File: config.mk
export PLATFORM = sky130hd
export DESIGN_NAME = eeprom_cmd
export DESIGN_NICKNAME = d
export VERILOG_FILES = /design/src/hw/eeprom_cmd_pkg.sv /design/src/hw/pin_sync.sv /design/src/hw/word_store.sv /design/src/hw/eeprom_cmd.sv
export SDC_FILE = /design/constraint.sdc
export NUM_CORES = 2
export LEC_CHECK = 0
export BUFFER_PORTS_ARGS = -buffer_cell sky130_fd_sc_hd__buf_2
export CORE_AREA = 10 10 296 412
export CTS_BUF_LIST = sky130_fd_sc_hd__clkbuf_8
export DETAILED_ROUTE_END_ITERATION = 10
export DIE_AREA = 0 0 306 422
export PLACE_DENSITY = 0.64
export SYNTH_ARGS = -nofsm -noshare
export SYNTH_HDL_FRONTEND = slang
export SYNTH_SLANG_ARGS = --single-unit
File: constraint.sdc
create_clock -name core_clk -period 2.19 [get_ports core_clk]
set_clock_uncertainty 0.05 [all_clocks]
set_input_delay 0 -clock core_clk [delete_from_list [all_inputs] [get_ports core_clk]]
set_output_delay 0 -clock core_clk [all_outputs]
set_load 0.02 [all_outputs]
File: src/hw/eeprom_cmd_pkg.sv
package eeprom_cmd_pkg;

  // Core clock period and the self-timed program cycle length
  localparam int CLK_PERIOD_NS = 20;
  localparam int PROG_TIME_US = 3000;
  // Longest time, so the division rounds down
  localparam int PROG_CYCLES_DFLT = (PROG_TIME_US * 1000) / CLK_PERIOD_NS;
  localparam int CNT_W = 18;

  // Field widths for the two organizations
  localparam int ADDR_BITS_X8 = 7;
  localparam int ADDR_BITS_X16 = 6;
  localparam int DATA_BITS_X8 = 8;
  localparam int DATA_BITS_X16 = 16;
  localparam int WORD_AW = 6;
  localparam int WORD_COUNT = 64;
  localparam int BITCNT_W = 5;

  // Two-bit opcodes following the start bit
  localparam logic [1:0] OPC_EXT = 2'h0;
  localparam logic [1:0] OPC_WRITE = 2'h1;
  localparam logic [1:0] OPC_READ = 2'h2;
  localparam logic [1:0] OPC_ERASE = 2'h3;

  // Leading two address bits under the extended opcode
  localparam logic [1:0] EXT_DISABLE = 2'h0;
  localparam logic [1:0] EXT_WRITE_ALL = 2'h1;
  localparam logic [1:0] EXT_ERASE_ALL = 2'h2;
  localparam logic [1:0] EXT_ENABLE = 2'h3;

  // Erased pattern and reset values
  localparam logic [15:0] ERASED_WORD = 16'hffff;
  localparam logic [1:0] BE_BOTH = 2'h3;
  localparam logic [1:0] BE_LOW = 2'h1;
  localparam logic [1:0] BE_HIGH = 2'h2;
  localparam logic PROG_EN_RESET = 1'b0;

  // Command decoder states
  typedef enum logic [2:0] {
    ST_IDLE,
    ST_OPCODE,
    ST_ADDR,
    ST_DATA,
    ST_RD_WAIT,
    ST_RD_LOAD,
    ST_RD_OUT,
    ST_HOLD
  } dec_state_t;

endpackage

File: src/hw/pin_sync.sv
`timescale 1ns/1ps
`default_nettype none

// Two-stage synchronizer for each asynchronous pin
module pin_sync #(
  parameter int W = 4
) (
  input wire logic core_clk,
  input wire logic reset_n,
  input wire logic [W-1:0] pin_in,
  output logic [W-1:0] pin_out
);

  logic [W-1:0] meta_q; // First stage, read only by the second stage

  genvar g;
  generate
    for (g = 0; g < W; g++) begin : g_bit
      // Each bit passes two flops before any logic sees it
      always_ff @(posedge core_clk or negedge reset_n) begin
        if (!reset_n) begin
          meta_q[g] <= 1'b0;
          pin_out[g] <= 1'b0;
        end else begin
          meta_q[g] <= pin_in[g];
          pin_out[g] <= meta_q[g];
        end
      end
    end
  endgenerate

endmodule

`default_nettype wire

File: src/hw/word_store.sv
`timescale 1ns/1ps
`default_nettype none

// 64 x 16 array with byte-lane write enables and registered read data
module word_store
  import eeprom_cmd_pkg::*;
(
  input wire logic core_clk,
  input wire logic reset_n,
  input wire logic [eeprom_cmd_pkg::WORD_AW-1:0] rd_addr,
  output logic [15:0] rd_data,
  input wire logic wr_en,
  input wire logic [eeprom_cmd_pkg::WORD_AW-1:0] wr_addr,
  input wire logic [15:0] wr_data,
  input wire logic [1:0] wr_be
);

  // Array has no reset, like the cells it stands for
  logic [15:0] mem_q [WORD_COUNT];

  // Byte lanes let the x8 organization touch half a word
  always_ff @(posedge core_clk) begin
    for (int i = 0; i < 2; i++) begin
      if (wr_en && wr_be[i]) begin
        mem_q[wr_addr][i*8 +: 8] <= wr_data[i*8 +: 8];
      end
    end
  end

  // Read data always comes from a flop, one cycle after the address
  always_ff @(posedge core_clk or negedge reset_n) begin
    if (!reset_n) begin
      rd_data <= 16'h0000;
    end else begin
      rd_data <= mem_q[rd_addr];
    end
  end

endmodule

`default_nettype wire

File: src/hw/eeprom_cmd.sv
// What this block does
// - Select rise, start bit one, opcode, address
// - Opcode 10 reads addressed location
// - Opcode 01 writes data word to location
// - Opcode 11 erases location to all ones
// - Extended 11 enables programming
// - Extended 10 erases whole array
// - Extended 01 writes one word everywhere
// - Extended 00 disables programming
// - Read data changes on clock rising edges
// - Read outputs dummy zero, then word
// - Reset leaves programming disabled
// - Enable persists until disable command
// - Program commands ignored while disabled
// - Erase starts after full address
// - Write starts after last data bit
// - Select high shows busy zero, ready one
// - No status if select rises after cycle
// - Read works whether enabled or not
// - x8 uses 7+8 bits, x16 6+16
// - Width select high means 16-bit words
// - Output released while select low
`timescale 1ns/1ps
`default_nettype none

module eeprom_cmd
  import eeprom_cmd_pkg::*;
#(
  parameter int unsigned PROG_CYCLES = eeprom_cmd_pkg::PROG_CYCLES_DFLT
) (
  input wire logic core_clk,
  input wire logic reset_n,
  input wire logic chip_select,
  input wire logic shift_clock,
  input wire logic serial_in,
  input wire logic word_width_select,
  output logic serial_out,
  output logic serial_out_oe
);
  import eeprom_cmd_pkg::*;

  // Synchronized pins
  logic [3:0] pins_s;
  logic cs_s, sk_s, di_s, org_s;
  logic sk_prev_q, cs_prev_q; // Edge history
  logic sk_rise, cs_rise;

  // Decoder state
  dec_state_t st_q, st_d;
  logic [BITCNT_W-1:0] bitcnt_q, bitcnt_d;
  logic [1:0] opc_q, opc_d;
  logic [6:0] addr_q, addr_d;
  logic [15:0] data_q, data_d;
  logic [15:0] shreg_q, shreg_d; // Read shifter
  logic wide_q, wide_d; // Organization caught at the start bit
  logic drive_q, drive_d; // Read data owns the output
  logic ev_read, ev_enable, ev_disable, ev_prog, ev_erase, ev_all;
  logic [1:0] ext_code;

  // Program cycle state
  logic prog_en_q, prog_en_d;
  logic busy_q, busy_d;
  logic [CNT_W-1:0] cnt_q, cnt_d;
  logic all_q, all_d;
  logic [15:0] pword_q, pword_d;
  logic [1:0] pbe_q, pbe_d;
  logic [WORD_AW-1:0] paddr_q, paddr_d;
  logic show_q, show_d; // Status display active

  // Output flops
  logic out_d, oe_d;

  // Memory ports
  logic [15:0] rd_data;
  logic wr_en;
  logic [WORD_AW-1:0] wr_addr, rd_addr;

  // Field lengths per organization, used in several places
  function automatic logic [BITCNT_W-1:0] addr_last(input logic wide);
    addr_last = wide ? BITCNT_W'(ADDR_BITS_X16 - 1) : BITCNT_W'(ADDR_BITS_X8 - 1);
  endfunction

  function automatic logic [BITCNT_W-1:0] data_last(input logic wide);
    data_last = wide ? BITCNT_W'(DATA_BITS_X16 - 1) : BITCNT_W'(DATA_BITS_X8 - 1);
  endfunction

  function automatic logic [WORD_AW-1:0] word_index(input logic wide, input logic [6:0] a);
    word_index = wide ? a[5:0] : a[6:1];
  endfunction

  pin_sync #(.W(4)) u_sync (
    .core_clk(core_clk),
    .reset_n(reset_n),
    .pin_in({word_width_select, serial_in, shift_clock, chip_select}),
    .pin_out(pins_s)
  );

  assign cs_s = pins_s[0];
  assign sk_s = pins_s[1];
  assign di_s = pins_s[2];
  assign org_s = pins_s[3];
  assign sk_rise = sk_s & ~sk_prev_q;
  assign cs_rise = cs_s & ~cs_prev_q;

  // During a sweep the read port is idle, so it follows the command address
  assign rd_addr = word_index(wide_q, addr_q);
  assign wr_en = busy_q && (all_q ? (cnt_q < CNT_W'(WORD_COUNT)) : (cnt_q == '0));
  assign wr_addr = all_q ? cnt_q[WORD_AW-1:0] : paddr_q;

  word_store u_store (
    .core_clk(core_clk),
    .reset_n(reset_n),
    .rd_addr(rd_addr),
    .rd_data(rd_data),
    .wr_en(wr_en),
    .wr_addr(wr_addr),
    .wr_data(pword_q),
    .wr_be(pbe_q)
  );

  // Instruction decoder next state
  always_comb begin
    st_d = st_q;
    bitcnt_d = bitcnt_q;
    opc_d = opc_q;
    addr_d = addr_q;
    data_d = data_q;
    shreg_d = shreg_q;
    wide_d = wide_q;
    drive_d = drive_q;
    ev_read = 1'b0;
    ev_enable = 1'b0;
    ev_disable = 1'b0;
    ev_prog = 1'b0;
    ev_erase = 1'b0;
    ev_all = 1'b0;
    ext_code = 2'h0;
    if (!cs_s) begin
      // Select low throws away any partial command
      st_d = ST_IDLE;
      drive_d = 1'b0;
    end else begin
      unique case (st_q)
        ST_IDLE: begin
          // Zeros before the start bit are skipped; busy blocks new commands
          if (sk_rise && di_s && !busy_q) begin
            st_d = ST_OPCODE;
            bitcnt_d = '0;
            wide_d = org_s;
          end
        end
        ST_OPCODE: begin
          if (sk_rise) begin
            opc_d = {opc_q[0], di_s};
            bitcnt_d = bitcnt_q + 1'b1;
            if (bitcnt_q == BITCNT_W'(1)) begin
              st_d = ST_ADDR;
              bitcnt_d = '0;
            end
          end
        end
        ST_ADDR: begin
          if (sk_rise) begin
            addr_d = {addr_q[5:0], di_s};
            bitcnt_d = bitcnt_q + 1'b1;
            // Don't-care bits still count toward the field
            if (bitcnt_q == addr_last(wide_q)) begin
              ext_code = wide_q ? addr_d[5:4] : addr_d[6:5];
              bitcnt_d = '0;
              st_d = ST_HOLD;
              unique case (opc_q)
                OPC_READ: begin
                  // Reads ignore the programming enable
                  ev_read = 1'b1;
                  drive_d = 1'b1;
                  st_d = ST_RD_WAIT;
                end
                OPC_WRITE: st_d = ST_DATA;
                OPC_ERASE: begin
                  ev_erase = 1'b1;
                  ev_prog = prog_en_q;
                end
                OPC_EXT: begin
                  unique case (ext_code)
                    EXT_ENABLE: ev_enable = 1'b1;
                    EXT_DISABLE: ev_disable = 1'b1;
                    EXT_ERASE_ALL: begin
                      ev_erase = 1'b1;
                      ev_all = 1'b1;
                      ev_prog = prog_en_q;
                    end
                    EXT_WRITE_ALL: st_d = ST_DATA;
                  endcase
                end
              endcase
            end
          end
        end
        ST_DATA: begin
          if (sk_rise) begin
            data_d = {data_q[14:0], di_s};
            bitcnt_d = bitcnt_q + 1'b1;
            if (bitcnt_q == data_last(wide_q)) begin
              ev_all = (opc_q == OPC_EXT);
              ev_prog = prog_en_q;
              st_d = ST_HOLD;
            end
          end
        end
        ST_RD_WAIT: st_d = ST_RD_LOAD; // Array read in flight
        ST_RD_LOAD: begin
          // x8 words are left-aligned so the shifter always leaves MSB first
          if (wide_q) begin
            shreg_d = rd_data;
          end else begin
            shreg_d = {(addr_q[0] ? rd_data[15:8] : rd_data[7:0]), 8'h00};
          end
          bitcnt_d = '0;
          st_d = ST_RD_OUT;
        end
        ST_RD_OUT: begin
          if (sk_rise) begin
            shreg_d = {shreg_q[14:0], 1'b0};
            bitcnt_d = bitcnt_q + 1'b1;
            if (bitcnt_q == data_last(wide_q)) begin
              st_d = ST_HOLD;
            end
          end
        end
        ST_HOLD: st_d = ST_HOLD; // Wait for select to drop
      endcase
    end
  end

  always_ff @(posedge core_clk or negedge reset_n) begin
    if (!reset_n) begin
      st_q <= ST_IDLE;
      bitcnt_q <= '0;
      opc_q <= 2'h0;
      addr_q <= 7'h00;
      data_q <= 16'h0000;
      shreg_q <= 16'h0000;
      wide_q <= 1'b1;
      drive_q <= 1'b0;
      sk_prev_q <= 1'b0;
      cs_prev_q <= 1'b0;
    end else begin
      st_q <= st_d;
      bitcnt_q <= bitcnt_d;
      opc_q <= opc_d;
      addr_q <= addr_d;
      data_q <= data_d;
      shreg_q <= shreg_d;
      wide_q <= wide_d;
      drive_q <= drive_d;
      sk_prev_q <= sk_s;
      cs_prev_q <= cs_s;
    end
  end

  // Programming enable, self-timed cycle and status display
  always_comb begin
    prog_en_d = prog_en_q;
    busy_d = busy_q;
    cnt_d = cnt_q;
    all_d = all_q;
    pword_d = pword_q;
    pbe_d = pbe_q;
    paddr_d = paddr_q;
    show_d = show_q;
    if (ev_enable) begin
      prog_en_d = 1'b1;
    end else if (ev_disable) begin
      prog_en_d = 1'b0;
    end
    if (busy_q) begin
      cnt_d = cnt_q + 1'b1;
      if (cnt_q == CNT_W'(PROG_CYCLES - 1)) begin
        busy_d = 1'b0;
      end
    end
    if (ev_prog) begin
      // Latch the whole job; the array is written during the busy period
      busy_d = 1'b1;
      cnt_d = '0;
      all_d = ev_all;
      if (ev_erase) begin
        pword_d = ERASED_WORD;
      end else if (wide_q) begin
        pword_d = data_d;
      end else begin
        pword_d = {data_d[7:0], data_d[7:0]};
      end
      if (ev_all || wide_q) begin
        pbe_d = BE_BOTH;
      end else begin
        pbe_d = addr_d[0] ? BE_HIGH : BE_LOW;
      end
      paddr_d = word_index(wide_q, addr_d);
    end
    // Status only if select rises while still busy
    if (!cs_s || (st_q == ST_IDLE && st_d == ST_OPCODE)) begin
      show_d = 1'b0;
    end
    if (cs_rise) begin
      show_d = busy_q;
    end
  end

  always_ff @(posedge core_clk or negedge reset_n) begin
    if (!reset_n) begin
      prog_en_q <= PROG_EN_RESET;
      busy_q <= 1'b0;
      cnt_q <= '0;
      all_q <= 1'b0;
      pword_q <= 16'h0000;
      pbe_q <= 2'h0;
      paddr_q <= '0;
      show_q <= 1'b0;
    end else begin
      prog_en_q <= prog_en_d;
      busy_q <= busy_d;
      cnt_q <= cnt_d;
      all_q <= all_d;
      pword_q <= pword_d;
      pbe_q <= pbe_d;
      paddr_q <= paddr_d;
      show_q <= show_d;
    end
  end

  // Serial output value and enable
  always_comb begin
    out_d = serial_out;
    if (ev_read) begin
      out_d = 1'b0;
    end else if (st_q == ST_RD_OUT && sk_rise) begin
      out_d = shreg_q[15];
    end
    if (show_d) begin
      out_d = ~busy_d;
    end
    oe_d = cs_s && (show_d || drive_d);
  end

  always_ff @(posedge core_clk or negedge reset_n) begin
    if (!reset_n) begin
      serial_out <= 1'b0;
      serial_out_oe <= 1'b0;
    end else begin
      serial_out <= out_d;
      serial_out_oe <= oe_d;
    end
  end

  property p_release_low;
    @(posedge core_clk) disable iff (!reset_n) !cs_s |=> !serial_out_oe;
  endproperty
  a_release_low: assert property (p_release_low) else $error("output driven with select low");

  property p_enable_cause;
    @(posedge core_clk) disable iff (!reset_n) $rose(prog_en_q) |-> $past(ev_enable);
  endproperty
  a_enable_cause: assert property (p_enable_cause) else $error("enable set without command");

  property p_enable_hold;
    @(posedge core_clk) disable iff (!reset_n) (prog_en_q && !ev_disable) |=> prog_en_q;
  endproperty
  a_enable_hold: assert property (p_enable_hold) else $error("enable lost without disable");

  property p_disable_clears;
    @(posedge core_clk) disable iff (!reset_n) ev_disable |=> !prog_en_q;
  endproperty
  a_disable_clears: assert property (p_disable_clears) else $error("disable did not clear");

  property p_prog_guard;
    @(posedge core_clk) disable iff (!reset_n) $rose(busy_q) |-> $past(prog_en_q);
  endproperty
  a_prog_guard: assert property (p_prog_guard) else $error("program while disabled");

  property p_dummy_zero;
    // Only the first cycle needs the enable: a legal select drop may release the wire early
    @(posedge core_clk) disable iff (!reset_n) ev_read |=> (serial_out_oe && !serial_out) ##1 (!serial_out) [*2];
  endproperty
  a_dummy_zero: assert property (p_dummy_zero) else $error("no dummy zero");

  property p_out_on_edge;
    @(posedge core_clk) disable iff (!reset_n) (st_q == ST_RD_OUT && cs_s && !sk_rise && !show_d) |=> $stable(serial_out);
  endproperty
  a_out_on_edge: assert property (p_out_on_edge) else $error("read data moved off edge");

  property p_busy_shows;
    @(posedge core_clk) disable iff (!reset_n) (cs_rise && busy_q && busy_d) |=> (serial_out_oe && !serial_out);
  endproperty
  a_busy_shows: assert property (p_busy_shows) else $error("busy not shown");

  property p_late_select;
    @(posedge core_clk) disable iff (!reset_n) (cs_rise && !busy_q && !drive_d) |=> !serial_out_oe;
  endproperty
  a_late_select: assert property (p_late_select) else $error("status after cycle end");

  property p_write_start;
    @(posedge core_clk) disable iff (!reset_n) ev_prog |=> (busy_q && cnt_q == '0);
  endproperty
  a_write_start: assert property (p_write_start) else $error("program cycle not started");

endmodule

`default_nettype wire

Word-level counts from Yosys, hierarchy flattened

Memories as Yosys holds them, arrays and structs flattened. A register that Yosys moved wholly into a read port is not among the register bits.
Cells that the tools add are included.

Mux-type cells: 98
Add/sub/neg operators: 2
Bitwise logic cells: 5
Reductions and logical operators: 28
Equality and inequality tests: 23
Order comparisons: 1

Operators by type and width:

| cell                                                                           | count |
|---|---|
| 16-bit two-way mux                                                             | 7 |
| 1-bit two-way mux                                                              | 54 |
| 18-bit two-way mux                                                             | 2 |
| 16-bit case mux with 2 select lines                                            | 1 |
| 5-bit two-way mux                                                              | 6 |
| 3-bit two-way mux                                                              | 9 |
| 5-bit case mux with 5 select lines                                             | 1 |
| 7-bit two-way mux                                                              | 3 |
| 3-bit case mux with 7 select lines                                             | 1 |
| 18-bit by 1-bit adder with 18-bit output (second input constant)               | 1 |
| 18-bit equality test (second input constant)                                   | 1 |
| 18-bit logical NOT                                                             | 1 |
| 18-bit by 7-bit less-than comparator with 1-bit output (second input constant) | 1 |
| 6-bit two-way mux                                                              | 3 |
| 3-bit equality test (second input constant)                                    | 4 |
| 3-bit case mux with 3 select lines                                             | 1 |
| 3-bit AND reduction                                                            | 3 |
| 2-bit equality test (second input constant)                                    | 4 |
| 1-bit logical AND                                                              | 8 |
| 2-bit two-way mux                                                              | 4 |
| 8-bit two-way mux                                                              | 1 |
| 2-bit inequality test (second input constant)                                  | 4 |
| 1-bit case mux with 2 select lines                                             | 4 |
| 3-bit by 1-bit equality test with 1-bit output (second input constant)         | 2 |
| 19 further kinds                                                               | 31 |

Output and inout port bits: 2
Register bits after elaboration: 109
Bits in writable memories: 1024
Memories: 1

Memories:

| memory        | depth | width | read ports | clocked after Yosys merged registers in | wr ports | line             | text |
|---|---|---|---|---|---|---|---|
| u_store.mem_q | 64    | 16    | 1          | 1                                       | 1        | word_store.sv:19 | `logic [15:0] mem_q [WORD_COUNT];` |

Longest topological paths before layout

Depth after elaboration: 15
Depth in mapped cells: 11

Hierarchy

From an unflattened synthesis, not the netlist that was laid out.

Cell total of the unflattened synthesis: 2457
Area total of the unflattened synthesis: 46133.0 sq um

Modules (own cells, without submodules):

| module     | area each (sq um) | instances | cells an instance |
|---|---|---|---|
| word_store | 40505.1           | 1         | 1923 |
| eeprom_cmd | 5427.7            | 1         | 526 |
| pin_sync   | 200.2             | 1         | 8 |

Worst setup path after synthesis

OpenSTA, ideal clock, no wires.

Kind: register to register
Start: register wide_q
End: register u_store.rd_data[10], read port of u_store.mem_q
Required time: 2009 ps
Arrival: 2189 ps
Clock period less this slack: 2370 ps
Cell stages (with the launch flop): 10
Buffers on the path: 3
Setup slack: -180 ps
Setup time: 131 ps
Cells stage by stage: dfstp_2 -> buf_6 -> mux2_4 -> buf_6 -> buf_6 -> mux2i_1 -> o22ai_1 -> or4_1 -> a221oi_2 -> a31oi_1

Cells in the longest elaborated chain, start to end: 1

Ends and longest elaborated chain:

| what                   | line              | text |
|---|---|---|
| start, declared        | eeprom_cmd.sv:55  | `logic wide_q, wide_d;` |
| start signal, assigned | eeprom_cmd.sv:254 | `wide_q <= wide_d;` |
| 6-bit two-way mux      | eeprom_cmd.sv:88  | `word_index = wide ? a[5:0] : a[6:1];` |
| end, declared          | word_store.sv:11  | `output logic [15:0] rd_data,` |

Every way passes these cells.
A chain may end at the register's enable or synchronous reset.

Worst setup path after layout

Start: register addr_q[1]
End: register u_store.rd_data[13], read port of u_store.mem_q

Cells in the longest elaborated chain, start to end: 1

Ends and longest elaborated chain:

| what                   | line              | text |
|---|---|---|
| start, declared        | eeprom_cmd.sv:52  | `logic [6:0] addr_q, addr_d;` |
| start signal, assigned | eeprom_cmd.sv:251 | `addr_q <= addr_d;` |
| 6-bit two-way mux      | eeprom_cmd.sv:88  |  |

Every way passes these cells.

==> results_dict.tcl <==
set metrics [dict create \
    syn_area_um2 50960 \
    areaGrowthSynthToFinish_pct 31.91 \
    worst_slack_ns -0.5339 \
    p_int_mw 33.06 \
    drv_slew 0 \
    start_kind "flop" \
    power_density_nw_per_um2 645.9 \
    die_w_um 306 \
    ys_async_sr_fraction 0.1088 \
    start_util 0.4461 \
    synth_warnings 0 \
    syn_nets 3592 \
    grt_util_all_layers 0.2422 \
    period_share 1.244 \
    n_fill_cell 8499 \
    place_ws_ns -0.8389 \
    grt_pass1_vias 36430 \
    port_buffers 7 \
    path_clk_slew_ns 0.06 \
    die_area_um2 129100 \
    finalHoldViolCount 0 \
    numCtsBuffers 170 \
    drtPass1Iterations 6 \
    boundaryPins 8 \
    vias 35750 \
    gp_congestion 0.9062 \
    setup_violations 1096 \
    clock_sink_count 1149 \
    worstSetupPathType "reg2reg" \
    synth_ff_type "edfxtp_1" \
    cp.required_ns 2.89 \
    final_cell_mix "edfxtp_1, mux2i_1, buf_4" \
    ys_ff_latch 1149 \
    arrival_ns 3.43 \
    yosysSeqAreaShare 0.6648 \
    synth_edf_count 1024 \
    tightest_slew_ns 0.8075 \
    violations "negative setup slack" \
    vias_per_cell 5.987 \
    sw_frac_of_total 0.2385 \
    power_frac_clock 0.378 \
    clockBufferDepth 3 \
    peakVddDrop_mv 0.5067 \
    slew_headroom 0.4616 \
    p_switching_mw 10.36 \
    core-area_um2 114200 \
    num_rows 147 \
    grt_first_pass_wirelength_um 234100 \
    min_period_ns 2.724 \
    dp_hpwl_um 104000 \
    grt_max_degree 66 \
    pwr-share-comb 0.074 \
    drt-wirelength-per-cell_um 27.11 \
    outcome "complete, but fails checks" \
    end_kind "flop" \
    final_common_cell "edfxtp_1" \
    postSynthCellCount 3578 \
    drc 0 \
    drive_above_1_share 0.3484 \
    cts_max_level 4 \
    fin_nets 4359 \
    hp-class "in2async" \
    stdcell_count 5972 \
    cts_tree "yes" \
    rsz0062_at_grt "true" \
    clock_latency_ns 0.92 \
    place_inst 5540 \
    synth_cell_type_count 73 \
    antenna_found_initial 2 \
    path_max_fanout 11 \
    leakagePower_nw 21.10 \
    clock.fmax_mhz 367.1 \
    dr.first_iter.drc_count 3197 \
    die_h_um 422 \
    cap_violations 0 \
    postRouteWirelength_um 161900 \
    avgSynthCellArea_um2 14.24 \
    p_seq_frac 0.548 \
    antenna_left 0 \
    ctsRootBufferMaster "clkbuf_8" \
    grt-ovfl-total 0 \
]
[state kept, by name, indices dropped and copies added (netlist names), 5 cells and up]
register,count
pword_q,16
bitcnt_q,5
paddr_q,6
u_store.rd_data,16
cnt_q,18
data_q,16
shreg_q,16
u_store.mem_q,1024
addr_q,7
[through the flow]
step                instance area, um2  setup TNS, ns  power [mW]  utilization  hold WS (ns)
finish                           67220        -182.22       43.42       0.5885       0.09244
global route                     67220        -244.39       44.78       0.5885       0.08359
CTS                              66280        -126.55       43.43       0.5803       0.04621
detailed placement               58900        -323.89       26.71       0.5156       -0.1103
global placement                 58900        -282.53       26.71       0.5156       -0.1068
floorplan                        51230         -47.28       25.34            -       -0.3456
[layer usage]
layer / share of wire / track usage / routed length, um / up-vias
li1: - / - / - / 15600
met1: 0.35 / 0.2677 / 57420 / 18220
met2: 0.51 / 0.4248 / 82780 / 1480
met3: 0.067 / 0.05027 / 10890 / 458
met4: 0.067 / 0.1456 / 10820 / 0
met5: 0 / 0 / 0 / -
[cells by family (layout without fill, tap and decap cells)]
family | Yosys count | count (layout) | synth area share
AO/OA/AOI/OAI | 591 | 591 | 0.07472
XOR/XNOR | 18 | 18 | 0.003094
adder cells (fa/ha/maj) | 8 | 8 | 0.001964
buffers and inverters | 272 | 1171 | 0.02512
flip-flops | 1149 | 1149 | 0.6648
multiplexers | 737 | 739 | 0.1586
other | 0 | 2 | 0
AND/OR/NAND/NOR | 803 | 804 | 0.07167
[final cells by class]
cell class / instances / area [um2] / share of cell area
clock buffers: 176 / 2422 / 0.03604
flip-flops and latches: 1149 / 33910 / 0.5044
well taps: 1490 / 1864 / 0.02773
clock inverters: 131 / 706.9 / 0.01052
inverters: 23 / 86.33 / 0.001284
repair buffers: 841 / 9662 / 0.1437
diodes: 2 / 5.005 / 0.00007445
multi-input cells: 2160 / 18570 / 0.2762
[power groups by stage]
stage | Sequential, mW | Clock, mW | Combinational [mW]
after detailed placement | 24.2 | 0 | 2.49
after global placement | 24.2 | 0 | 2.48
final | 23.8 | 16.4 | 3.22
after global routing | 23.8 | 17.6 | 3.38
after CTS | 23.8 | 16.7 | 2.98
after floorplan | 24.1 | 0 | 1.23
[worst paths after layout]
kind | slack, ns | from | cells after the start | end
setup / recovery | -0.53 | addr_q[1] | 11 | u_store.rd_data[13]
hold / removal | 0.09 | reset_n | 4 | u_store.rd_data[3]
setup reg to reg | -0.53 | addr_q[1] | 11 | u_store.rd_data[13]
hold reg to reg | 0.29 | u_sync.meta_q[3] | 0 | u_sync.pin_out[3]
max in group asynchronous | 1.37 | reset_n | 5 | pword_q[9]
min in group core_clk | 0.23 | shift_clock | 3 | u_sync.meta_q[1]
[cells in the mapped netlist (10+ instances only)]
cell type,instances,share of area
a21oi_1,88,0.0086
a221oi_1,14,0.0024
a22o_1,11,0.0019
a22oi_1,35,0.0052
a31oi_1,17,0.0021
a32oi_1,13,0.0022
a41oi_1,10,0.0017
and3_1,20,0.0025
buf_1,19,0.0014
buf_2,95,0.0093
buf_4,17,0.0025
buf_6,10,0.0022
clkbuf_1,107,0.0079
dfrtp_1,124,0.061
edfxtp_1,1024,0.60
inv_1,22,0.0016
mux2_2,39,0.0086
mux2i_1,645,0.13
mux4_2,52,0.023
nand2_1,254,0.019
nand2b_1,14,0.0017
nand3_1,69,0.0068
nand4_1,11,0.0014
nor2_1,211,0.016
nor2b_1,10,0.0012
nor3_1,147,0.014
nor4_1,25,0.0031
o21ai_0,82,0.0081
o22ai_1,270,0.033
xor2_1,11,0.0019
[critical path: stages, from the launching register on]
cell and delay, ns:
dfrtp_4 0.55, buf_12 0.17, buf_12 0.13, buf_8 0.15
buf_4 0.16, mux2i_1 0.15, o22ai_1 0.20, o21ai_1 0.39
nand3_1 0.14, nor4_1 0.28, buf_4 0.16, a31oi_1 0.03
[what timing repair did]
| action | in CTS | in global routing |
|---|---|---|
| buffers inserted | 79 | 17 |
| endpoints found under the hold margin | 129 | 0 |
| hold buffers | 11 | 0 |
| pin swaps | 103 | 60 |
| endpoints found under the setup margin | 1095 | 1104 |
| resized for setup | 732 | 156 |
| gates cloned | 14 | 8 |
Note: power is estimated with default switching activity, not from simulation.
